==> config.mk <==
export PLATFORM = sky130hd
export DESIGN_NAME = frt_timer
export DESIGN_NICKNAME = d
export VERILOG_FILES = /design/src/hdl/frt_pkg.sv /design/src/hdl/frt_timer.sv
export SDC_FILE = /design/constraint.sdc
export NUM_CORES = 1
export LEC_CHECK = 0
export BUFFER_PORTS_ARGS = -buffer_cell sky130_fd_sc_hd__buf_2
export CORE_MARGIN = 3
export CORE_UTILIZATION = 35
export DETAILED_ROUTE_END_ITERATION = 12
export GPL_ROUTABILITY_DRIVEN = 0
export HOLD_SLACK_MARGIN = 0.05
export PLACE_DENSITY_LB_ADDON = 0.1
export SYNTH_ARGS = -nofsm -noshare
export SYNTH_HDL_FRONTEND = slang
export SYNTH_SLANG_ARGS = --single-unit
==> constraint.sdc <==
create_clock -name clk -period 6.22 [get_ports clk]
set_clock_uncertainty 0.1 [all_clocks]
set_input_delay 1.244 -clock clk [delete_from_list [all_inputs] [get_ports clk]]
set_output_delay 1.244 -clock clk [all_outputs]
set_load 0.1 [all_outputs]
==> src/hdl/frt_pkg.sv <==
// frt_pkg: register map, field positions and reset values of the free-run capture/compare timer
// assumes a 32-bit apb slave with one register per aligned word
package frt_pkg;
  localparam logic [7:0] OFF_CTRL = 8'h00;
  localparam logic [7:0] OFF_COUNT = 8'h04;
  localparam logic [7:0] OFF_OCCTRL = 8'h08;
  localparam logic [7:0] OFF_CAPCTRL = 8'h0c;
  localparam logic [7:0] OFF_STATUS = 8'h10;
  localparam logic [7:0] OFF_MASK = 8'h14;
  localparam logic [7:0] OFF_CMP0 = 8'h20;
  localparam logic [7:0] OFF_CAP0 = 8'h30;
  // ctrl fields
  localparam int CTRL_PRE_LSB = 0;
  localparam int CTRL_HALT = 2;
  localparam int CTRL_CLR = 3;
  localparam int CTRL_CMP0_CLR = 4;
  localparam int CTRL_PAIR = 5;
  localparam logic [5:0] CTRL_RST = 6'h04;
  // occtrl fields: bits 3:0 pin preset level, bits 7:4 pin enable
  localparam int OC_EN_LSB = 4;
  // status/mask bit positions
  localparam int ST_OVF = 0;
  localparam int ST_CMP0 = 1;
  localparam int ST_CAP0 = 5;
  localparam int ST_W = 7;
  localparam logic [15:0] COUNT_RST = 16'h0000;
  localparam logic [15:0] CMP_RST = 16'hffff;
  localparam logic [3:0] EDGE_RISE = 4'h1;
  localparam logic [3:0] EDGE_FALL = 4'h2;
  // prescaler ratios selected by ctrl[1:0]
  localparam logic [5:0] DIV4 = 6'h03;
  localparam logic [5:0] DIV16 = 6'h0f;
  localparam logic [5:0] DIV32 = 6'h1f;
  localparam logic [5:0] DIV64 = 6'h3f;
endpackage : frt_pkg

==> src/hdl/frt_timer.sv <==
// frt_timer: 16-bit free-run timer with four output compares and two input captures
// assumes capture pins synchronous to clk and an apb master on the same clock
//
// The placing of the registers and the APB register port are this design's own decisions.
`timescale 1ns/1ps
`default_nettype none
module frt_timer (
  input wire logic clk,
  input wire logic rst_n,
  input wire logic psel,
  input wire logic penable,
  input wire logic pwrite,
  input wire logic [7:0] paddr,
  input wire logic [31:0] pwdata,
  output logic [31:0] prdata,
  output logic pready,
  output logic pslverr,
  input wire logic [1:0] cap_in,
  output logic [3:0] cmp_out,
  output logic [3:0] cmp_oe,
  output logic irq,
  output logic [1:0] cap_xfer_req
);
  logic rs1_r, rst_sync_n;
  always_ff @(posedge clk or negedge rst_n)
  begin
    if (!rst_n)
    begin
      rs1_r <= 1'b0;
      rst_sync_n <= 1'b0;
    end
    else
    begin
      rs1_r <= 1'b1;
      rst_sync_n <= rs1_r;
    end
  end

  function automatic logic [5:0] div_of(input logic [1:0] sel);
    case (sel)
      2'd0: div_of = frt_pkg::DIV4;
      2'd1: div_of = frt_pkg::DIV16;
      2'd2: div_of = frt_pkg::DIV32;
      default: div_of = frt_pkg::DIV64;
    endcase
  endfunction : div_of

  logic [5:0] ctrl_r, ctrl_nxt;
  logic [7:0] occ_r, occ_nxt;
  logic [3:0] capc_r, capc_nxt;
  logic [15:0] cnt_r, cnt_nxt;
  logic [5:0] pre_r, pre_nxt;
  logic [15:0] cmp_r [4], cmp_nxt [4];
  logic [15:0] cap_r [2], cap_nxt [2];
  logic [3:0] pin_r, pin_nxt;
  logic [1:0] capd_r;
  logic [frt_pkg::ST_W-1:0] st_r, st_nxt, msk_r, msk_nxt;
  logic [31:0] rd_nxt;
  logic tick, wr, rd, acc, clr_req;
  logic [3:0] match;
  logic [1:0] cap_hit;
  logic [frt_pkg::ST_W-1:0] ev;

  assign acc = psel && penable;
  assign wr = acc && pwrite;
  assign rd = acc && !pwrite;
  assign clr_req = wr && paddr == frt_pkg::OFF_CTRL && pwdata[frt_pkg::CTRL_CLR];

  always_comb
  begin
    pre_nxt = pre_r + 6'd1;
    tick = 1'b0;
    if (ctrl_r[frt_pkg::CTRL_HALT])
      pre_nxt = pre_r;
    else if (pre_r >= div_of(ctrl_r[1:0]))
    begin
      pre_nxt = 6'd0;
      tick = 1'b1;
    end
    // match seen once per count value, at the tick that leaves it
    for (int i = 0; i < 4; i++)
      match[i] = tick && cnt_r == cmp_r[i];
    for (int j = 0; j < 2; j++)
      cap_hit[j] = (capc_r[2*j] && cap_in[j] && !capd_r[j]) || (capc_r[2*j+1] && !cap_in[j] && capd_r[j]);
    ev = {cap_hit, match, tick && cnt_r == 16'hffff};
    cnt_nxt = cnt_r;
    if (clr_req || (match[0] && ctrl_r[frt_pkg::CTRL_CMP0_CLR]))
      cnt_nxt = frt_pkg::COUNT_RST;
    else if (wr && paddr == frt_pkg::OFF_COUNT)
      cnt_nxt = pwdata[15:0];
    else if (tick)
      cnt_nxt = cnt_r + 16'd1;
    pin_nxt = pin_r;
    if (ctrl_r[frt_pkg::CTRL_PAIR])
    begin
      pin_nxt[0] = pin_r[0] ^ (match[0] ^ match[1]);
      pin_nxt[2] = pin_r[2] ^ (match[2] ^ match[3]);
    end
    else
      pin_nxt = pin_r ^ match;
    if (wr && paddr == frt_pkg::OFF_OCCTRL)
      pin_nxt = pwdata[3:0];
    ctrl_nxt = ctrl_r;
    occ_nxt = occ_r;
    capc_nxt = capc_r;
    msk_nxt = msk_r;
    for (int i = 0; i < 4; i++)
      cmp_nxt[i] = cmp_r[i];
    if (wr)
    begin
      case (paddr)
        frt_pkg::OFF_CTRL: ctrl_nxt = {pwdata[5:4], 1'b0, pwdata[2:0]};
        frt_pkg::OFF_OCCTRL: occ_nxt = pwdata[7:0];
        frt_pkg::OFF_CAPCTRL: capc_nxt = pwdata[3:0];
        frt_pkg::OFF_MASK: msk_nxt = pwdata[frt_pkg::ST_W-1:0];
        frt_pkg::OFF_CMP0, frt_pkg::OFF_CMP0 + 8'h04, frt_pkg::OFF_CMP0 + 8'h08, frt_pkg::OFF_CMP0 + 8'h0c:
          cmp_nxt[paddr[3:2]] = pwdata[15:0];
        default: ;
      endcase
    end
    // sticky flags: set wins over write-one clear
    st_nxt = st_r;
    if (wr && paddr == frt_pkg::OFF_STATUS)
      st_nxt = st_r & ~pwdata[frt_pkg::ST_W-1:0];
    st_nxt = st_nxt | ev;
    for (int j = 0; j < 2; j++)
      cap_nxt[j] = cap_hit[j] ? cnt_r : cap_r[j];
    case (paddr)
      frt_pkg::OFF_CTRL: rd_nxt = {26'd0, ctrl_r};
      frt_pkg::OFF_COUNT: rd_nxt = {16'd0, cnt_r};
      frt_pkg::OFF_OCCTRL: rd_nxt = {24'd0, occ_r[7:4], pin_r};
      frt_pkg::OFF_CAPCTRL: rd_nxt = {28'd0, capc_r};
      frt_pkg::OFF_STATUS: rd_nxt = {25'd0, st_r};
      frt_pkg::OFF_MASK: rd_nxt = {25'd0, msk_r};
      frt_pkg::OFF_CMP0, frt_pkg::OFF_CMP0 + 8'h04, frt_pkg::OFF_CMP0 + 8'h08, frt_pkg::OFF_CMP0 + 8'h0c:
        rd_nxt = {16'd0, cmp_r[paddr[3:2]]};
      frt_pkg::OFF_CAP0, frt_pkg::OFF_CAP0 + 8'h04: rd_nxt = {16'd0, cap_r[paddr[2]]};
      default: rd_nxt = 32'h0000_0000;
    endcase
  end

  always_ff @(posedge clk or negedge rst_sync_n)
  begin
    if (!rst_sync_n)
    begin
      ctrl_r <= frt_pkg::CTRL_RST;
      occ_r <= 8'h00;
      capc_r <= 4'h0;
      cnt_r <= frt_pkg::COUNT_RST;
      pre_r <= 6'd0;
      pin_r <= 4'h0;
      capd_r <= 2'b00;
      st_r <= '0;
      msk_r <= '0;
      for (int i = 0; i < 4; i++)
        cmp_r[i] <= frt_pkg::CMP_RST;
      for (int j = 0; j < 2; j++)
        cap_r[j] <= 16'h0000;
      prdata <= 32'h0000_0000;
      pready <= 1'b0;
      pslverr <= 1'b0;
      cmp_out <= 4'h0;
      cmp_oe <= 4'h0;
      irq <= 1'b0;
      cap_xfer_req <= 2'b00;
    end
    else
    begin
      ctrl_r <= ctrl_nxt;
      occ_r <= occ_nxt;
      capc_r <= capc_nxt;
      cnt_r <= cnt_nxt;
      pre_r <= pre_nxt;
      pin_r <= pin_nxt;
      capd_r <= cap_in;
      st_r <= st_nxt;
      msk_r <= msk_nxt;
      for (int i = 0; i < 4; i++)
        cmp_r[i] <= cmp_nxt[i];
      for (int j = 0; j < 2; j++)
        cap_r[j] <= cap_nxt[j];
      // zero-wait slave: pready in access phase
      pready <= psel && !penable;
      pslverr <= 1'b0;
      if (psel && !penable && !pwrite)
        prdata <= rd_nxt;
      cmp_out <= pin_nxt;
      cmp_oe <= occ_nxt[7:4];
      irq <= |(st_nxt & msk_nxt);
      cap_xfer_req <= cap_hit & msk_r[frt_pkg::ST_CAP0 +: 2];
    end
  end
endmodule : frt_timer
`default_nettype wire

After elaboration in Yosys (flattened, before gate mapping):

Index checks and enable logic that the tools add are counted.

* $add $sub $neg: 2
* order comparisons: 4
* eq/ne operators: 19
* mux-type cells: 28
* bitwise gates (word level): 12
* reductions and logical operators: 43

Operators by type and width (count)
* $mux W16: 9
* $pmux W16 S8: 1
* $bwmux W64: 1
* $eq A16 B16 Y1: 4
* $eq A8 B6 Y1 const B: 6
* $bmux W16 S2: 1
* $demux W16 S2: 1
* $logic_and A1 B1 Y1: 24
* $mux W7: 3
* $pmux W6 S3: 1
* $add A16 B1 Y16 const B: 1
* $eq A16 B16 Y1 const B: 1
* $eq A8 B4 Y1 const B: 2
* $eq A8 B5 Y1 const B: 2
* $mux W8: 2
* $and A7 B7 Y7: 2
* $mux W6: 2
* $eq A8 B3 Y1 const B: 1
* $logic_not A8 Y1: 1
* $reduce_and A2 Y1: 4
* $not A7 Y7: 1
* $or A7 B7 Y7: 1
* $reduce_or A7 Y1: 1
* $add A6 B1 Y6 const B: 1
* other kinds (20): 35

* register bits after elaboration: 193
* output and inout port bits: 45
* word-level logic and storage cells: 131

Depth between registers and ports, before layout:

* depth after elaboration: 11
* mapped depth: 9
* depth with buffers taken out: 8

Worst setup path after synthesis:

OpenSTA, ideal clock, no wires.

* kind: input to register
* from: input paddr[1]
* to: register irq
* setup time: 140 ps
* arrival: 3302 ps
* data required time: 5980 ps
* path slack: 2678 ps
* stages on the path: 7
* cells stage by stage: or4_4 > or2_1 > buf_6 > nor3b_4 > mux2_2 > a222oi_1 > nand4_1

* elaborated cells on any way between the ends: 9
* classes of those cells: 2 x eq/ne; 3 x mux; 2 x bitwise; 2 x reduce/logical

RTL lines
* from (decl): RTL line frt_timer.sv:13 `input wire logic [7:0] paddr,`
* $eq A8 B5 Y1: RTL line frt_timer.sv:111 `case (paddr)`
* $mux W7: RTL line frt_timer.sv:111
* $mux W7: RTL line frt_timer.sv:109 `if (wr)`
* named net msk_nxt (one bit): RTL line frt_timer.sv:57 `logic [frt_pkg::ST_W-1:0] st_r, st_nxt, msk_r, msk_nxt;`
* $and A7 B7 Y7: RTL line frt_timer.sv:189 `irq <= |(st_nxt & msk_nxt);`
* $reduce_or A7 Y1: RTL line frt_timer.sv:189
* to (signal assigned): RTL line frt_timer.sv:189
* to (decl): RTL line frt_timer.sv:21 `output logic irq,`

The timed path passes the listed nets, and every way through them passes these cells.
A chain may end at the register's enable or synchronous reset.

Worst setup path in the final report:

* from: input paddr[1]
* to: register cmp_r[33] (netlist name)

* longest elaborated chain between the ends: 3
* elaborated cells on any way between the ends: 6
* classes of those cells: 4 x eq/ne; 2 x reduce/logical

Ends and longest elaborated chain
* $eq A8 B6 Y1: RTL line frt_timer.sv:111
* $reduce_or A4 Y1 *: RTL line frt_timer.sv:111
* $reduce_and A2 Y1 (no source line) *
* to (signal, indexed assignment): RTL line frt_timer.sv:156 `cmp_r[i] <= frt_pkg::CMP_RST;`
* to (signal, indexed assignment): RTL line frt_timer.sv:179 `cmp_r[i] <= cmp_nxt[i];`
* to (decl): RTL line frt_timer.sv:53 `logic [15:0] cmp_r [4], cmp_nxt [4];`

Mark *: on every way between the ends. The rest lies on a longest branch, timed or not.

==> metrics.md <==
| Metric | Value |
|---|---|
| Initial Util | about 36% |
| Count of different cell masters after synthesis | 62 |
| Leading area contributor after synthesis | dfrtp_1 |
| Most frequent cell after synthesis | mux2_2 |
| Reg2reg setup slack | about 3000 ps |
| Int Power | 2.00 mW |
| Final Hold Violating Endpoints | 0 |
| Setup repair after global routing missed its margin | false |
| Nets@finish | roughly 860 |
| Run status | finished, final reports clean |
| Final period demand of the worst path | roughly 4000 ps |
| TritonCTS clock tree | done |
| Post-place instance area | between 0.009 and 0.01 mm^2 |
| First-pass detailed-route iteration total | 7 |
| Worst r2r src | cnt_r[2] |
| # hold bufs at CTS | 0 |
| Setup Crit Path Kind | in2reg |
| Hold Path Cell Cnt | 0 |
| Worst Setup Start Kind | primary input |
| Fmax | around 250 MHz |
| Number of filler cells placed in the layout | approximately 2,500 |
| Fraction of power consumed by the clock network | a little over a third |
| Area of combinational cells with multiple inputs | between 0.004 and 0.005 mm^2 |
| Top cells by area in the synthesized netlist | dfrtp_1 29%, dfstp_2 18%, mux2_2 16% |
| Worst slew margin | between 10% and 20% |
| Total of buffers placed on input and output ports | a little under 60 |
| Site Rows | 58 |
| Mean instance size in the synthesized netlist | between 10 and 15 um^2 |
| Clock Latency Late Sink | approximately 440 ps |
| Proportion of register bits with asynchronous set or reset after synthesis | 100% |
| Initial detailed-routing violation count | just over 400 |
| Net switching power of the design | between 1 and 1.5 mW |
| Height of the die | around 170 um |
| Layout cells sized above 1 | 39.9% |
| Peak fanout along the critical path | 16 |
| ANT cells | 0 |
| Final core utilization | 40.3% |
| Sequential Power Share | 42.1% |
| Remaining number of nets flagged by the antenna check after routing | 0 |
| Max-slew violation count | 0 |
| Combinational power share | a little under a quarter |
| Sum of negative setup slack | 0 ps |
| Gate Count Post-Synth | ~800 |
| Fin worst setup slack | 2220 ps |
| Per-cell routed wire length | between 20 and 25 um |
| Hold Crit Endpoint | rst_sync_n |
| Number of cells on the worst reg-to-reg path | 7 |
| Register clock-pin slew on the reported worst setup and hold paths | ~80 ps |
| Clock H-tree levels | 4 |
| GRT Residual Overflow | 0 |
| Aggregate global-route resource usage | between 10% and 20% |
| Worst r2r dst | cnt_r[12] |
| Seq/Total Area, Yosys | between 40% and 50% |
| Hold Worst Slack | approximately 260 ps |
| Kind of end point of the critical path | flip-flop |
| Number of register bits inferred by synthesis | between 150 and 200 |
| Required time of the critical path | 6470 ps |
| Wirelength, routed | ~27,000 um |
| Sinks on the clock net | around 170 |
| Total power per unit cell area | between 300 and 400 mW/mm^2 |
| Number of buffers inserted to repair setup after CTS | 0 |
| Setup Viol. Count Final | 0 |
| Cell area after synthesis | between 0.009 and 0.01 mm^2 |
| Number of global-route vias before repair | 6,455 |
| Path type of the worst min-delay path | reg2reg |
| Vias/cell | 5.52 |
| Number of enable flip-flop cells after synthesis | 0 |
| Antenna violations before repair | 0 |
| Via count of the routed design | around 6,400 |
| Post-detailed-route DRC marker count | 0 |
| Non-filler instance count after layout | 1,155 |
| Placed cell count | 1,123 |
| CTS root buffer | clkbuf_16 |
| Clock buffer depth | 2 |
| Ports | 92 |
| Peak ir drop on the vdd network | around 0.00014 V |
| Placement-stage worst setup slack | between 1500 and 2000 ps |
| Register area | ~0.0044 mm^2 |
| Chip Width | between 150 and 200 um |
| Most common library cells after synthesis | 128 x mux2_2, 108 x dfrtp_1, 65 x dfstp_2 |
| Number of buffers inserted during clock tree synthesis | 17 |
| Count of instances resized after the clock tree is built | 0 |
| Top-area cell type share of the netlist area | between 20% and 30% |
| Global-route wire length before repair | between 40,000 and 50,000 um |
| Detail Placement HPWL | roughly 19,000 um |
| Maximum capacitance violations | 0 |
| Actual transition at the worst max-transition pin | about 1200 ps |
| Total design power | 3.15 mW |
| Core footprint | ~0.026 mm^2 |
| Top flip-flop cell by instance count after synthesis | dfrtp_1 |
| Final standard cell area without fillers | about 0.010 mm^2 |
| Tcrit/Tclk final | 64.4% |
| Maximum number of pins on one net before global-route repair | between 60 and 70 |
| Area Growth Syn to Fin | 11.5% |
| Worst hold start | rs1_r |
| Leak | around 4.4 nW |
| DIE AREA | approximately 0.028 mm^2 |
| Proportion of total power due to net switching | a little over a third |
| Arrival time of the worst setup path | ~4300 ps |
| Synthesis Warnings | 0 |
## layer usage
layer	global-route usage [%]	share of wire (%)	routed length (um)	vias to the layer above
met2	29.6	47	12500	182
met3	4.16	5.2	1390	23
met5	0	0	0	-
met4	4.23	1.2	310	0
li1	-	-	-	2880
met1	27.4	47	12600	3290
## power by group through the flow
| stage | clock [mW] | sequential, mW | combinational (mW) |
|---|---|---|---|
| 2_1_floorplan | 0 | 1.38 | 0.470 |
| 4_1_cts | 1.11 | 1.32 | 0.735 |
| 3_3_place_gp | 0 | 1.34 | 0.726 |
| 3_5_place_dp | 0 | 1.34 | 0.733 |
| 5_1_grt | 1.16 | 1.34 | 0.780 |
| 6_report | 1.09 | 1.32 | 0.732 |
## registers in the layout, indices dropped and copies added, names as in the netlist, 2 cells and up
| signal | cells |
|---|---|
| capd_r | 2 |
| prdata | 16 |
| capc_r | 4 |
| msk_r | 7 |
| cmp_r | 64 |
| cnt_r | 16 |
| cap_r | 32 |
| cap_xfer_req | 2 |
| st_r | 7 |
| occ_r | 4 |
| pin_r | 4 |
| ctrl_r | 5 |
| pre_r | 6 |
## critical path: stages
cell and delay, ps:
buf_2 100, or4_4 600, nor2_4 200, and2_1 540, nand3b_1 960, mux2_2 610
## worst max path at each step
stage                from   endpoint  slack [ps]
6_report         paddr[1]  cmp_r[33]        2220
2_1_floorplan  rst_sync_n   cap_r[0]        1060
3_3_place_gp     paddr[1]  cmp_r[42]        1840
4_1_cts          paddr[1]  cmp_r[33]        2200
3_5_place_dp     paddr[1]  cmp_r[40]        1780
5_1_grt          paddr[1]  cmp_r[33]        2130
## layout make-up
| cell class | count | share of cell area [%] |
|---|---|---|
| Multi-Input combinational cell | 547 | 43.8 |
| Timing Repair Buffer | 68 | 3.54 |
| Clock inverter | 15 | 1.67 |
| Clock buffer | 17 | 4.12 |
| Sequential cell | 173 | 42.7 |
| Tap cell | 330 | 4.00 |
| Inverter | 5 | 0.182 |
## logic make-up after synthesis
| kind of cell | after synthesis | share of synthesized area, % |
|---|---|---|
| xor+xnor | 73 | 7.22 |
| simple gates | 175 | 10.1 |
| mux | 160 | 21.8 |
| fa+ha+maj | 4 | 0.540 |
| other cells | 2 | 0.0810 |
| flops | 173 | 47.6 |
| compound gates | 117 | 8.33 |
| buf+inv | 80 | 4.29 |
## layout by cell type (no fill, tap or decap), types with 4 or more instances in the layout
cell type / count
o21ai_0: 23
o22ai_1: 13
nand3_1: 10
a21o_1: 5
nor3_1: 13
dfstp_2: 65
dfrtp_1: 107
or2_2: 4
nor4_1: 4
a22oi_1: 5
xor2_1: 14
mux2_2: 128
inv_1: 5
clkbuf_16: 17
a221oi_1: 6
nor2_1: 27
ha_1: 4
mux4_2: 21
nor2b_1: 5
conb_1: 18
buf_4: 10
a222oi_1: 10
inv_8: 4
and2_1: 9
xnor2_1: 57
nand4_1: 22
buf_2: 58
mux2i_1: 11
nand2_1: 54
a21oi_1: 32
Power figures use the tool's default switching activity.
